$ cat src/logic/uart_ctl_pkg.sv
// Package with register map, field positions, reset values and types for the two-channel UART.
//
// Overview of operation
// (RQ1) Transmit starts when data written and enabled.
// (RQ2) Enable clears itself after last frame sent.
// (RQ3) Writing enable zero aborts transfer; resets zero.
// (RQ4) Receive runs while enable stays set.
// (RQ5) Mode0 bit0 selects transmit or receive.
// (RQ6) Mode0 bits2:1 select low or high clock.
// (RQ7) Software keeps receive pin select at zero.
// (RQ8) Mode0 bit5 moves sample point back one.
// (RQ9) Software writes mode0 only while stopped.
// (RQ10) Mode1 bits1:0 select eight to five bits.
// (RQ11) Mode1 bits3:2 select even, odd, none parity.
// (RQ12) Mode1 bit4 selects one or two stops.
// (RQ13) Second channel has identical control and mode0.
// (RQ14) Mode1 bits5,6 select polarity and bit order.
// (RQ15) Block disable holds channel in reset.
// (RQ16) Receive overwrites buffer, zero upper bits.
// (RQ17) Unused register bits read zero, ignore writes.
// (RQ18) Software writes mode1 only while stopped.
package uart_ctl_pkg;
  localparam logic [15:0] CH0_BUF_OFS  = 16'hf290;
  localparam logic [15:0] CH0_CON_OFS  = 16'hf291;
  localparam logic [15:0] CH0_MOD0_OFS = 16'hf292;
  localparam logic [15:0] CH0_MOD1_OFS = 16'hf293;
  localparam logic [15:0] CH0_BRT_OFS  = 16'hf294;
  localparam logic [15:0] CH1_BUF_OFS  = 16'hf298;
  localparam logic [15:0] CH1_CON_OFS  = 16'hf299;
  localparam logic [15:0] CH1_MOD0_OFS = 16'hf29a;
  localparam logic [15:0] CH1_MOD1_OFS = 16'hf29b;
  localparam logic [15:0] CH1_BRT_OFS  = 16'hf29c;
  localparam logic [15:0] BLK_OFS      = 16'hf2a0;
  localparam logic [7:0]  CON_MASK     = 8'h01;
  localparam logic [7:0]  MOD0_MASK    = 8'h37;
  localparam logic [7:0]  MOD1_MASK    = 8'h7f;
  localparam logic [7:0]  REG_RESET    = 8'h00;
  localparam logic [11:0] BRT_RESET    = 12'hfff;
  localparam logic [1:0]  BLK_RESET    = 2'h0;
  localparam int MOD0_DIR_BIT   = 0;
  localparam int MOD0_CKHI_BIT  = 2;
  localparam int MOD0_CKLO_BIT  = 1;
  localparam int MOD0_SAMP_BIT  = 5;
  localparam int MOD1_PAR_HI    = 3;
  localparam int MOD1_PAR_LO    = 2;
  localparam int MOD1_STOP_BIT  = 4;
  localparam int MOD1_INV_BIT   = 5;
  localparam int MOD1_ORDER_BIT = 6;

  typedef enum logic [2:0] {
    ST_IDLE   = 3'b000,
    ST_START  = 3'b001,
    ST_DATA   = 3'b010,
    ST_PARITY = 3'b011,
    ST_STOP   = 3'b100
  } phase_t;

  typedef struct packed {
    logic [7:0]  con;
    logic [7:0]  mod0;
    logic [7:0]  mod1;
    logic [11:0] brt;
    logic [7:0]  buffer;
    logic        txPending;
    phase_t      phase;
    logic [11:0] baudCnt;
    logic [2:0]  bitIdx;
    logic        stopIdx;
    logic [7:0]  shifter;
    logic        parAcc;
    logic        txLine;
    logic        rxDone;
  } chan_t;

  typedef struct packed {
    logic        lowSpeedTick;
    logic        highSpeedTick;
    logic        rxLine;
  } chan_in_t;
endpackage

$ cat src/logic/uart_ctl.sv
// Two-channel half-duplex UART control, frame format and shifter with APB access.
//
// Our own choice: the APB slave port.
`timescale 1ns/1ps
`default_nettype none
module uart_ctl (
  input  wire logic        clk,
  input  wire logic        reset,
  input  wire logic        psel,
  input  wire logic        penable,
  input  wire logic        pwrite,
  input  wire logic [15:0] paddr,
  input  wire logic [31:0] pwdata,
  output logic      [31:0] prdata,
  output logic             pready,
  output logic             pslverr,
  input  wire logic        lowSpeedTick,
  input  wire logic        highSpeedTick,
  input  wire logic [1:0]  rxPin,
  output logic      [1:0]  txPin,
  output logic      [1:0]  rxFrameValid,
  input  wire logic [1:0]  rxFrameReady,
  output logic      [15:0] rxFrameData
);
  typedef struct packed {
    uart_ctl_pkg::chan_t [1:0] ch;
    logic [1:0]  blk;
    logic [31:0] rdata;
    logic        ready;
    logic        err;
    logic [1:0][1:0] fifoCnt;
    logic [1:0][15:0] fifoMem;
    logic [1:0]  rxS1;
    logic [1:0]  rxS2;
    logic [1:0]  lsS1;
    logic [1:0]  lsS2;
    logic [1:0]  hsS1;
    logic [1:0]  hsS2;
    logic [1:0]  lsPrev;
    logic [1:0]  hsPrev;
    logic [1:0]  txOut;
    logic [1:0]  frameValid;
  } state_t;

  state_t q;
  state_t d;

  // Address decode shared by read and write paths.
  function automatic logic [3:0] decode(input logic [15:0] a);
    unique case (a)
      uart_ctl_pkg::CH0_BUF_OFS:  decode = 4'h1;
      uart_ctl_pkg::CH0_CON_OFS:  decode = 4'h2;
      uart_ctl_pkg::CH0_MOD0_OFS: decode = 4'h3;
      uart_ctl_pkg::CH0_MOD1_OFS: decode = 4'h4;
      uart_ctl_pkg::CH0_BRT_OFS:  decode = 4'h5;
      uart_ctl_pkg::CH1_BUF_OFS:  decode = 4'h9;
      uart_ctl_pkg::CH1_CON_OFS:  decode = 4'ha;
      uart_ctl_pkg::CH1_MOD0_OFS: decode = 4'hb;
      uart_ctl_pkg::CH1_MOD1_OFS: decode = 4'hc;
      uart_ctl_pkg::CH1_BRT_OFS:  decode = 4'hd;
      uart_ctl_pkg::BLK_OFS:      decode = 4'hf;
      default:                    decode = 4'h0;
    endcase
  endfunction

  // Data bits per character: 8, 7, 6 or 5.
  function automatic logic [2:0] lastBit(input logic [1:0] len);
    lastBit = 3'h7 - {1'b0, len};
  endfunction

  logic       access;
  logic [3:0] sel;
  always_comb begin
    access = psel && penable && !q.ready;
    sel    = decode(paddr);
  end

  always_comb begin
    d = q;
    d.ready = access;
    d.err   = access && (sel == 4'h0);
    d.rxS1  = rxPin;
    d.rxS2  = q.rxS1;
    d.lsS1  = {2{lowSpeedTick}};
    d.lsS2  = q.lsS1;
    d.hsS1  = {2{highSpeedTick}};
    d.hsS2  = q.hsS1;
    d.lsPrev = q.lsS2;
    d.hsPrev = q.hsS2;
    d.rdata = 32'h0000_0000;
    if (access) begin
      unique case (sel[2:0])
        3'h1: d.rdata[7:0] = q.ch[sel[3]].buffer;
        3'h2: d.rdata[7:0] = q.ch[sel[3]].con;
        3'h3: d.rdata[7:0] = q.ch[sel[3]].mod0;
        3'h4: d.rdata[7:0] = q.ch[sel[3]].mod1;
        3'h5: d.rdata[11:0] = q.ch[sel[3]].brt;
        3'h7: d.rdata[1:0] = q.blk;
        default: d.rdata = 32'h0000_0000;
      endcase
    end
    if (access && pwrite && sel == 4'hf) begin
      d.blk = pwdata[1:0];
    end
    for (int c = 0; c < 2; c++) begin
      logic tick;
      logic [11:0] half;
      logic sampleHit;
      logic bitEnd;
      logic inBit;
      logic outBit;
      logic popped;
      tick = q.ch[c].mod0[uart_ctl_pkg::MOD0_CKHI_BIT]
             ? (q.hsS2[c] && !q.hsPrev[c]) : (q.lsS2[c] && !q.lsPrev[c]); // RQ6
      half = {1'b0, q.ch[c].brt[11:1]} - {11'h000, q.ch[c].mod0[uart_ctl_pkg::MOD0_SAMP_BIT]};
      sampleHit = tick && (q.ch[c].baudCnt == half); // RQ8
      bitEnd = tick && (q.ch[c].baudCnt == q.ch[c].brt);
      inBit  = q.rxS2[c] ^ q.ch[c].mod1[uart_ctl_pkg::MOD1_INV_BIT]; // RQ14
      outBit = q.ch[c].mod1[uart_ctl_pkg::MOD1_ORDER_BIT]
               ? q.ch[c].shifter[lastBit(q.ch[c].mod1[1:0])] : q.ch[c].shifter[0]; // RQ14
      d.ch[c].rxDone = 1'b0;
      if (tick) begin
        d.ch[c].baudCnt = bitEnd ? 12'h000 : q.ch[c].baudCnt + 12'h001;
      end
      if (access && pwrite && sel[3] == c[0]) begin
        unique case (sel[2:0])
          3'h1: if (!q.ch[c].mod0[uart_ctl_pkg::MOD0_DIR_BIT]) begin // RQ16
            d.ch[c].buffer = pwdata[7:0];
            d.ch[c].txPending = 1'b1;
          end
          3'h2: d.ch[c].con = pwdata[7:0] & uart_ctl_pkg::CON_MASK; // RQ17
          3'h3: d.ch[c].mod0 = pwdata[7:0] & uart_ctl_pkg::MOD0_MASK; // RQ5 RQ13
          3'h4: d.ch[c].mod1 = pwdata[7:0] & uart_ctl_pkg::MOD1_MASK; // RQ10
          3'h5: d.ch[c].brt = pwdata[11:0];
          default: ;
        endcase
      end
      if (!q.ch[c].con[0]) begin
        d.ch[c].phase  = uart_ctl_pkg::ST_IDLE; // RQ3
        d.ch[c].txLine = 1'b1;
      end else if (!q.ch[c].mod0[uart_ctl_pkg::MOD0_DIR_BIT]) begin
        unique case (q.ch[c].phase)
          uart_ctl_pkg::ST_IDLE: if (q.ch[c].txPending) begin // RQ1
            d.ch[c].phase = uart_ctl_pkg::ST_START;
            d.ch[c].shifter = q.ch[c].buffer;
            d.ch[c].txPending = (access && pwrite && sel == {c[0], 3'h1});
            d.ch[c].baudCnt = 12'h000;
            d.ch[c].txLine = 1'b0;
          end else if (!(access && pwrite && sel[3] == c[0]
                         && (sel[2:0] == 3'h1 || sel[2:0] == 3'h2))) begin
            // A buffer or enable write landing in this cycle wins over the self-clear.
            d.ch[c].con = 8'h00; // RQ2
          end
          uart_ctl_pkg::ST_START: if (bitEnd) begin
            d.ch[c].phase = uart_ctl_pkg::ST_DATA;
            d.ch[c].bitIdx = 3'h0;
            d.ch[c].parAcc = q.ch[c].mod1[uart_ctl_pkg::MOD1_PAR_LO]; // RQ11
            d.ch[c].txLine = outBit;
          end
          uart_ctl_pkg::ST_DATA: if (bitEnd) begin
            d.ch[c].parAcc = q.ch[c].parAcc ^ outBit;
            d.ch[c].shifter = q.ch[c].mod1[uart_ctl_pkg::MOD1_ORDER_BIT]
                              ? {q.ch[c].shifter[6:0], 1'b0} : {1'b0, q.ch[c].shifter[7:1]};
            d.ch[c].bitIdx = q.ch[c].bitIdx + 3'h1;
            if (q.ch[c].bitIdx == lastBit(q.ch[c].mod1[1:0])) begin // RQ10
              d.ch[c].phase = q.ch[c].mod1[uart_ctl_pkg::MOD1_PAR_HI]
                              ? uart_ctl_pkg::ST_STOP : uart_ctl_pkg::ST_PARITY;
              d.ch[c].stopIdx = 1'b0;
              d.ch[c].txLine = q.ch[c].mod1[uart_ctl_pkg::MOD1_PAR_HI]
                               ? 1'b1 : q.ch[c].parAcc ^ outBit;
            end else begin
              d.ch[c].txLine = q.ch[c].mod1[uart_ctl_pkg::MOD1_ORDER_BIT]
                               ? q.ch[c].shifter[lastBit(q.ch[c].mod1[1:0]) - 3'h1]
                               : q.ch[c].shifter[1];
            end
          end
          uart_ctl_pkg::ST_PARITY: if (bitEnd) begin
            d.ch[c].phase = uart_ctl_pkg::ST_STOP;
            d.ch[c].txLine = 1'b1;
          end
          uart_ctl_pkg::ST_STOP: if (bitEnd) begin
            d.ch[c].stopIdx = 1'b1;
            if (q.ch[c].stopIdx || !q.ch[c].mod1[uart_ctl_pkg::MOD1_STOP_BIT]) begin // RQ12
              d.ch[c].phase = uart_ctl_pkg::ST_IDLE;
            end
          end
          default: d.ch[c].phase = uart_ctl_pkg::ST_IDLE;
        endcase
      end else begin
        // Receive runs until software drops the enable.
        unique case (q.ch[c].phase) // RQ4
          uart_ctl_pkg::ST_IDLE: if (!inBit) begin
            d.ch[c].phase = uart_ctl_pkg::ST_START;
            d.ch[c].baudCnt = 12'h000;
          end
          uart_ctl_pkg::ST_START: if (sampleHit) begin
            d.ch[c].phase = inBit ? uart_ctl_pkg::ST_IDLE : uart_ctl_pkg::ST_DATA;
            d.ch[c].bitIdx = 3'h0;
            d.ch[c].shifter = 8'h00;
          end
          uart_ctl_pkg::ST_DATA: if (sampleHit) begin
            d.ch[c].shifter[q.ch[c].mod1[uart_ctl_pkg::MOD1_ORDER_BIT]
                            ? lastBit(q.ch[c].mod1[1:0]) - q.ch[c].bitIdx
                            : q.ch[c].bitIdx] = inBit;
            d.ch[c].bitIdx = q.ch[c].bitIdx + 3'h1;
            if (q.ch[c].bitIdx == lastBit(q.ch[c].mod1[1:0])) begin
              d.ch[c].phase = q.ch[c].mod1[uart_ctl_pkg::MOD1_PAR_HI]
                              ? uart_ctl_pkg::ST_STOP : uart_ctl_pkg::ST_PARITY;
            end
          end
          uart_ctl_pkg::ST_PARITY: if (sampleHit) begin
            d.ch[c].phase = uart_ctl_pkg::ST_STOP;
          end
          uart_ctl_pkg::ST_STOP: if (sampleHit) begin
            d.ch[c].phase = uart_ctl_pkg::ST_IDLE;
            d.ch[c].buffer = q.ch[c].shifter; // RQ16
            d.ch[c].rxDone = 1'b1;
          end
          default: d.ch[c].phase = uart_ctl_pkg::ST_IDLE;
        endcase
      end
      // Two-entry buffer toward the receive consumer; a full buffer drops nothing already held.
      popped = q.fifoCnt[c] != 2'h0 && rxFrameReady[c];
      if (popped) begin
        d.fifoMem[c] = {8'h00, q.fifoMem[c][15:8]};
      end
      d.fifoCnt[c] = q.fifoCnt[c] - {1'b0, popped};
      if (q.ch[c].rxDone && d.fifoCnt[c] != 2'h2) begin
        d.fifoMem[c][d.fifoCnt[c][0]*8 +: 8] = q.ch[c].buffer;
        d.fifoCnt[c] = d.fifoCnt[c] + 2'h1;
      end
      if (q.blk[c]) begin
        // A disabled channel is held in its reset state.
        d.ch[c] = '0; // RQ15
        d.ch[c].brt = uart_ctl_pkg::BRT_RESET;
        d.ch[c].txLine = 1'b1;
        d.fifoCnt[c] = 2'h0;
      end
      // Pins come from flops, so a polarity change cannot glitch the line combinationally.
      d.txOut[c] = d.ch[c].txLine ^ d.ch[c].mod1[uart_ctl_pkg::MOD1_INV_BIT]; // RQ14
      d.frameValid[c] = d.fifoCnt[c] != 2'h0;
    end
  end

  always_ff @(posedge clk or posedge reset) begin
    if (reset) begin
      q <= '0;
      q.ch[0].brt <= uart_ctl_pkg::BRT_RESET;
      q.ch[1].brt <= uart_ctl_pkg::BRT_RESET;
      q.ch[0].txLine <= 1'b1;
      q.ch[1].txLine <= 1'b1;
      q.txOut <= 2'h3;
      q.blk <= uart_ctl_pkg::BLK_RESET;
    end else begin
      q <= d;
    end
  end

  always_comb begin
    prdata  = q.rdata;
    pready  = q.ready;
    pslverr = q.err;
    for (int c = 0; c < 2; c++) begin
      txPin[c] = q.txOut[c];
      rxFrameValid[c] = q.frameValid[c];
      rxFrameData[c*8 +: 8] = q.fifoMem[c][7:0];
    end
  end
endmodule
`default_nettype wire

$ cat config.mk
export PLATFORM = sky130hd
export DESIGN_NAME = uart_ctl
export DESIGN_NICKNAME = d
export VERILOG_FILES = /design/src/logic/uart_ctl_pkg.sv /design/src/logic/uart_ctl.sv
export SDC_FILE = /design/constraint.sdc
export NUM_CORES = 1
export LEC_CHECK = 0
export BUFFER_PORTS_ARGS = -buffer_cell sky130_fd_sc_hd__buf_2
export CAP_MARGIN = 40
export CORE_ASPECT_RATIO = 0.6
export CORE_MARGIN = 2
export CORE_UTILIZATION = 35
export CTS_CLUSTER_SIZE = 24
export DETAILED_ROUTE_END_ITERATION = 8
export SLEW_MARGIN = 20
export SYNTH_ARGS = -nofsm -noshare
export SYNTH_HDL_FRONTEND = slang
export SYNTH_SLANG_ARGS = --single-unit
$ cat constraint.sdc
create_clock -name clk -period 6.4 [get_ports clk]
set_input_delay 0.64 -clock clk [delete_from_list [all_inputs] [get_ports clk]]
set_output_delay 0.64 -clock clk [all_outputs]
set_load 0.1 [all_outputs]
Yosys cells after proc, flatten, opt, wreduce, memory -nomap -nowiden:

Cells that the tools add are included.

* flip-flop bits (word level): 236
* bits of input ports: 59
* output and inout port bits: 54

* add/subtract/negate cells: 18
* order comparisons: 9
* eq/ne operators: 80
* shift operators: 4
* multiplexer cells: 179
* bitwise logic cells: 7
* reductions and logical operators: 74

Operators with widths (number)
* two-way mux 75 bit: 4
* two-way mux 8 bit: 31
* == test 16 bit, second input constant: 11
* two-way mux 12 bit: 10
* != test 5 bit, second input constant: 22
* two-way mux 16 bit: 6
* two-way mux 3 bit: 30
* two-way mux 45 bit: 2
* negation 4 -> 34 bit: 2
* variable shift 8 x 34 -> 16 bit, first input constant: 2
* variable part select 8 x 34 -> 16 bit: 2
* case mux 8 bit (2 select lines): 4
* case mux 3 bit (5 select lines): 4
* two-way mux 9 bit: 6
* two-way mux 25 bit: 2
* == test 12 bit: 4
* case mux 4 bit (11 select lines): 1
* two-way mux 1 bit: 40
* != test 4 bit, second input constant: 10
* two-way mux 18 bit: 2
* bitwise mux 16 bit: 2
* two-way mux 15 bit: 2
* case mux 6 bit (5 select lines): 1
* two-way mux 14 bit: 2
* 44 further kinds: 169

Depth between registers and ports, before layout:

Gate-level depths: netlist of run 1.

* word-level depth: 14
* mapped depth: 12
* gate-level depth less buffers: 10

Worst setup path before layout of run 1:

OpenSTA, ideal clock, no wires.

* path kind: in2reg
* from: input port paddr[0]
* to: register q[198] (netlist bit)
* setup time: 0.132 ns
* arrival time: 3.019 ns
* required time: 6.268 ns
* setup slack: 3.250 ns
* stages on the path: 9
* cells stage by stage: clkbuf_1 > or4b_1 > buf_1 > o32ai_2 > o2111ai_1 > nor3_2 > mux2_2 > mux2i_1 > nor2_1

RTL lines
* start, declared: RTL line uart_ctl.sv:12 `input wire logic [15:0] paddr,`
* end, declared: RTL line uart_ctl.sv:45 `state_t q;`

==> results of run 1 <==
per-layer routing:
metal	wire length (µm)	part of all wire, %
met1	20400	51
met2	14900	37
met3	4280	11
met4	470	1.2
met5	0	0
metrics by stage:
stage | hold WS (ps) | worst slack, ps | utilization (%) | total power, µW
final | 102 | 2610 | 38.8 | 2870
after global routing | 119 | 2420 | 38.8 | 2960
after CTS | 103 | 2650 | 38.7 | 2890
after detailed placement | 337 | 2450 | 36.7 | 1480
after global placement | 336 | 2530 | 36.6 | 1480
after floorplan | 331 | 126 | - | 1450
worst max-delay path: cells and delay by family, from the launching register on:
kind          cells  cell delay, ps
simple gates      7            3050
flops             1             380
fa+ha+maj         1             190
buf+inv           1              70
Yosys cell counts (all sizes together) (28+ instances only):
master and n:
dfstp 28, o21ai 66, mux2i 79, xor2 42
xnor2 38, a21oi 90, buf 66, nand3 60
dfrtp 180, clkbuf 83, nand2 174, nor2 165
inv 33, nor3 46
cell type report:
class	count	share of cell area [%]
clock buffer	27	4.03
clock inverter	10	1.24
inverter	35	0.951
multi-input combinational	1154	49.9
sequential	208	35.9
tap	513	4.39
timing repair buffer	91	3.61
registers in the layout, indices dropped and copies added, names as in the netlist:
signal	cells
txPin	2
rxFrameValid	2
pslverr	1
pready	1
d	6
q	168
prdata	12
rxFrameData	16
power by group through the flow:
stage          sequential [µW]  clock [µW]  combinational (µW)
2_1_floorplan             1350           0                99.5
3_3_place_gp              1340           0                 133
3_5_place_dp              1340           0                 134
4_1_cts                   1320        1440                 134
5_1_grt                   1320        1490                 143
6_report                  1320        1420                 133
worst paths after layout:
kind / slack [ps] / end / cells past startpoint
setup reg to reg: 2610 / q[123] / 9
setup / recovery: 2610 / q[123] / 9
hold reg to reg: 350 / q[16] / 0
min in group clk: 220 / d[16] / 1
max in group asynchronous: 5040 / rxFrameValid[0] / 3
hold / removal: 100 / q[114] / 2
cell families after synthesis:
group,after synthesis
compound gates,293
xor+xnor,80
fa+ha+maj,20
buf+inv,184
flops,208
mux,104
other cells,1
simple gates,637
==> metrics.txt, run 1 <==
post-DP HPWL between 20000 and 30000 µm; post-synthesis adder-cell area fraction 1.98%; simple-gate share of the synthesized area 23.6%; PostCTS Resize Cnt 0; Layout area overhead 9.30%; DIE AREA 39800 µm²; Reg power frac 46.0%; gpl congestion 0.947; area of the multi-input gates 7290 µm²; Worst Skew 20.5 ps; outcome completed; core area 37600 µm²; Fillers 3841; Total Wirelength 40100 µm; met3 usage 6.01%; vias per std cell 5.64; Die Width 256 µm; final period utilization 59.2%; CP Launch Type flop; CTS Root Cell clkbuf_16; fin nets 1590; Max Slew Vio Count 0; Routed WL per cell 19.7 µm; drt first pass iters 5; Vias 11500; CTS H-Tree Depth 1; Clock Tree Buf Depth 3; GRT busiest layer met1; CP max stage delay a little over 700 ps; Finished Cell Area approximately 15000 µm²; later-pin clock latency in the skew report 530 ps; largest net degree at the start of global routing roughly 170; RSZ-0062 raised after global routing false; mux share of post-synthesis cell area 8.53%; number of synthesis warnings 0; Post-Synth XOR/XNOR Area 5.24%; vias in the first global route 10600; GRT Resource Usage Total 19.8%; crit path max fanout 17; # hold bufs at CTS 0; Routed Antenna Nets 0; Sinks on Clock Net between 200 and 250; P_int 2190 µW; gr ovfl total 0; Starting Density 35.5%; # rows 55; DRT iter0 DRCs 1154; Finish-stage setup viols 0; placed cell count 1998; clock-pin transition on the worst setup and hold timing paths 70 ps; FF+latch count, synth 208; Post-synth EDFFs 0; sequential area share after synthesis 39.2%; arrival time at the worst endpoint ~4200 ps; Tightest Pin Transition ~1000 ps; Hold Fails Final Rpt 0; Slew headroom 32.9%; Synth top area share 33.7%; compound-cell area share of the yosys netlist 14.5%; FF+latch area 5240 µm²; Setup crit end kind flop; Net Sw Frac 23.7%; IO buf count ~70; GR Util met1 32.3%; Critical Path Slowest Stage Cell nand4_1; FF-to-FF Start q[132]; Ports 113; Worst Setup SP q[132]; ANT cells 0; Mapped Cells around 1500; ys flop type dfrtp_1; most common cell after layout, fill and taps aside dfrtp_1; PD cells 196 nW/µm²; number of library cell types mapped by synthesis 88; clock share of power 49.3%; setup TNS 0 ps; Area after DPL between 10000 and 15000 µm²; max_cap viols 0; Die Ht 155 µm; initial antenna violation count 0; met2 usage 25.0%; CTS Buf Count 21; Finished Layout Cells 2038; drt drc 0; mapped cell area 13400 µm²; first-pass GRT wire length between 60000 and 70000 µm; Comb pwr share approximately 4.6%; Post-synth ARST share 100%; layout cells sized above 1 13.7%; Pleak 0.00609 µW; CTS tree done; largest area contributor in the netlist dfrtp_1; Final min period 3790 ps; dominant cells by area after synthesis dfrtp_1 34%, mux2i_1 5.9%, dfstp_2 5.5%, nand2_1 4.9%, nor2_1 4.6%; Crit Path Category reg2reg; Post-CTS Setup Bufs 0; Psw between 600 and 700 µW; largest family of logic cells by synthesized area simple AND/OR/NAND/NOR gates; CP required 6840 ps; worst vdd ir around 0.00017 V; Hold Path Class in2async; most frequent cells in the layout 180 x dfrtp_1, 174 x nand2_1, 164 x nor2_1; worst-path cell chain inv_1 > ha_1 > or3b_2 > or4_1 > nand3_1 > nor4b_2 > nand4_1 > and3_1 > nor3_1; Avg Cell Area, Syn 8.75 µm²; fmax 264 MHz
No activity file was read; power rests on OpenSTA's default activity.
==> inputs of run 2 (changes only) <==
Settings changed: ABC_AREA from default to 1.
Clock period 6.4 ns to 3.24 ns, I/O delays scaled along.
==> run 2 against run 1 <==
Compared with the run above:
- worst setup slack worse by 2300 ps
- clock skew up 11 ps
- core utilization up 0.85 points
- register-to-register slack worse by 2300 ps
- cell count up 36%
- count of clock-buffer cells in the layout up 4
- critical endpoint is now q[173]
- highest routed layer unchanged
==> metrics.txt, run 2 <==
Post-synth ARST share 100% (unchanged); crit path max fanout 16 (was 17); arrival time at the worst endpoint 3340 ps (was 4230 ps); Clock Tree Buf Depth 3 (unchanged); CTS Buf Count 23 (was 21); Worst Setup SP q[207] (was q[132]); largest reg by FF count q (unchanged); Synth top area share 30.8% (was 33.7%); layout cells sized above 1 11.7% (was 13.7%); Mapped Cells 2141 (was 1527); mapped cell area 14600 µm² (was 13400 µm²); core area 40800 µm² (was 37600 µm²); PD cells 394 nW/µm² (was 196 nW/µm²); Critical Path Slowest Stage Cell dfstp_2 (was nand4_1); Hold Path Class in2reg (was in2async); most common cell after layout, fill and taps aside nand2_1 (was dfrtp_1); Hold Fails Final Rpt 0 (unchanged); RSZ-0062 raised after global routing false (unchanged); CTS tree done (unchanged); final period utilization 90.2% (was 59.2%); Total Wirelength 51800 µm (was 40100 µm); Slew headroom 45.6% (was 32.9%); largest net degree at the start of global routing 107 (was 165); Sinks on Clock Net 208 (unchanged); final setup margin 316 ps (was 2610 ps); Worst Skew 31.8 ps (was 20.5 ps); number of synthesis warnings 0 (unchanged); FF-to-FF Start q[207] (was q[132]); drt first pass iters 6 (was 5); worst vdd ir 0.000260 V (was 0.000166 V); placed cell count 2716 (was 1998); vias per std cell 5.29 (was 5.64); Starting Density 35.8% (was 35.5%); GRT Resource Usage Total 23.8% (was 19.8%); most frequent cells in the layout 552 x nand2_1, 261 x nor2_1, 244 x inv_1 (was 180 x dfrtp_1, 174 x nand2_1, 164 x nor2_1); later-pin clock latency in the skew report 560 ps (was 530 ps); CTS H-Tree Depth 1 (unchanged); Routed Antenna Nets 0 (unchanged); Routed WL per cell 18.7 µm (was 19.7 µm); FF+latch count, synth 208 (unchanged); Finish-stage setup viols 0 (unchanged); dominant cells by area after synthesis dfrtp_1 31%, nand2_1 14%, nor2_1 6.7%, inv_1 6.3%, nand3_1 6.0% (was dfrtp_1 34%, mux2i_1 5.9%, dfstp_2 5.5%, nand2_1 4.9%, nor2_1 4.6%); max_cap viols 0 (unchanged); largest area contributor in the netlist dfrtp_1 (unchanged); fin nets 2267 (was 1590); Layout area overhead 10.8% (was 9.30%); Post-synth top cells 552 x nand2_1, 261 x nor2_1, 245 x inv_1 (was 180 x dfrtp_1, 174 x nand2_1, 165 x nor2_1); Tightest Pin Transition 815 ps (was 1010 ps); sequential area share after synthesis 35.9% (was 39.2%); max reg flops 168 (unchanged); final core utilization 39.7% (was 38.8%); Final min period 2920 ps (was 3790 ps); post-DP HPWL 40600 µm (was 29500 µm); Ports 113 (unchanged); critical path buffer and inverter count 2 (was 1); setup TNS 0 ps (unchanged); CP max stage delay 540 ps (was 710 ps); initial antenna violation count 1 (was 0); Vias 14600 (was 11500); ys flop type dfrtp_1 (unchanged); Finished Layout Cells 2765 (was 2038); number of library cell types mapped by synthesis 54 (was 88); drt drc 0 (unchanged); first-pass GRT wire length 79200 µm (was 62800 µm); Pleak 0.00786 µW (was 0.00609 µW); CTS Root Cell clkbuf_16 (unchanged); fmax 342 MHz (was 264 MHz); Crit Path Category reg2reg (unchanged); Avg Cell Area, Syn 6.82 µm² (was 8.75 µm²); outcome completed (unchanged); ANT cells 0 (unchanged); gpl congestion 0.952 (was 0.947); DRT iter0 DRCs 1834 (was 1154); Max Slew Vio Count 0 (unchanged); vias in the first global route 13200 (was 10600); Setup crit end kind flop (unchanged); gr ovfl total 0 (unchanged); CP Launch Type flop (unchanged); Post-synth EDFFs 0 (unchanged); clock-pin transition on the worst setup and hold timing paths 70 ps (about the same); Die Ht 162 µm (was 155 µm); Hold Crit Start pwdata[10]; Crit path top cell by count nand2_1; worst slack at placement 254 ps (was 2450 ps); family with the most delay on the worst path simple AND/OR/NAND/NOR gates (unchanged); CP required 3660 ps (was 6840 ps); IO buf count 72 (unchanged); # rows 57 (was 55); top-count cell post-synth nand2_1 (was dfrtp_1); Die Width 268 µm (was 256 µm); DIE AREA 43400 µm² (was 39800 µm²); hold slack 75.1 ps (was 102 ps); worst-path cell chain inv_1 > ha_1 > ha_1 > nand3_1 > nor2_1 > nand2_1 > nand2_1 > nand2_1 > nand3_1 > nor2_1 > nand2_1 > nand3_2 > buf_4 > nand3_1 > nand2_1 > nand2_1 (was inv_1 > ha_1 > or3b_2 > or4_1 > nand3_1 > nor4b_2 > nand4_1 > and3_1 > nor3_1)
==> run 2: worst min-delay path, cell delays in order <==
cell,delay (ps)
buf_2,110
nor3_1,60
nor2_1,80
==> run 2: cell families after synthesis <==
| logic type | after synthesis | share of synthesized area [%] |
|---|---|---|
| flops | 208 | 35.9 |
| buf+inv | 375 | 11.5 |
| other cells | 1 | 0.0257 |
| simple gates | 1160 | 35.2 |
| mux | 2 | 0.137 |
| compound gates | 328 | 12.6 |
| xor+xnor | 47 | 2.82 |
| fa+ha+maj | 20 | 1.82 |
==> run 2: stage by stage <==
stage	area [µm²]	power [µW]
after global routing	16200	6650
after global placement	15300	3630
after detailed placement	15300	3640
after floorplan	14700	3430
after CTS	16200	6440
final	16200	6370
==> run 2: per-layer routing <==
layer  GRT usage (%)  part of all wire, %  up-vias  wire (µm)
met2            29.8                   36      707      18400
met3            6.88                   12       50       6150
li1                -                    -     6997          -
met1            39.1                   51     6867      26300
met4            4.27                  1.7        0        884
met5               0                    0        -          0
==> run 2: path summary, 6_finish.rpt <==
kind,to,slack [ps],depth (start not counted)
max,q[173],320,16
min,q[216],80,3
max reg2reg,q[173],320,16
min reg2reg,q[16],350,0
max in group asynchronous,q[121],2160,4
min in group asynchronous,q[167],240,3
==> run 2: layout make-up <==
class	count	area, µm²
Multi-Input combinational cell	1577	7760
Clock buffer	31	646
Inverter	265	998
Tap cell	560	701
Fill cell	4339	24600
Timing Repair Buffer	113	703
Sequential cell	208	5240
Clock inverter	11	128
==> run 2: repair_timing <==
item | in CTS | in global routing
setup endpoints to repair | 0 | 8
hold buffers | 5 | 0
resized for setup | 0 | 1
setup buffers | 0 | 1
endpoints found under the hold margin | 58 | 0
==> run 2: power breakdown <==
group / internal (µW) / total (µW) / switching (µW) / leakage [µW]
combinational: 238 / 802 / 564 / 0.00490
sequential: 2680 / 2800 / 127 / 0.00258
clock: 1570 / 2770 / 1190 / 0.000371
total: 4490 / 6370 / 1880 / 0.00786
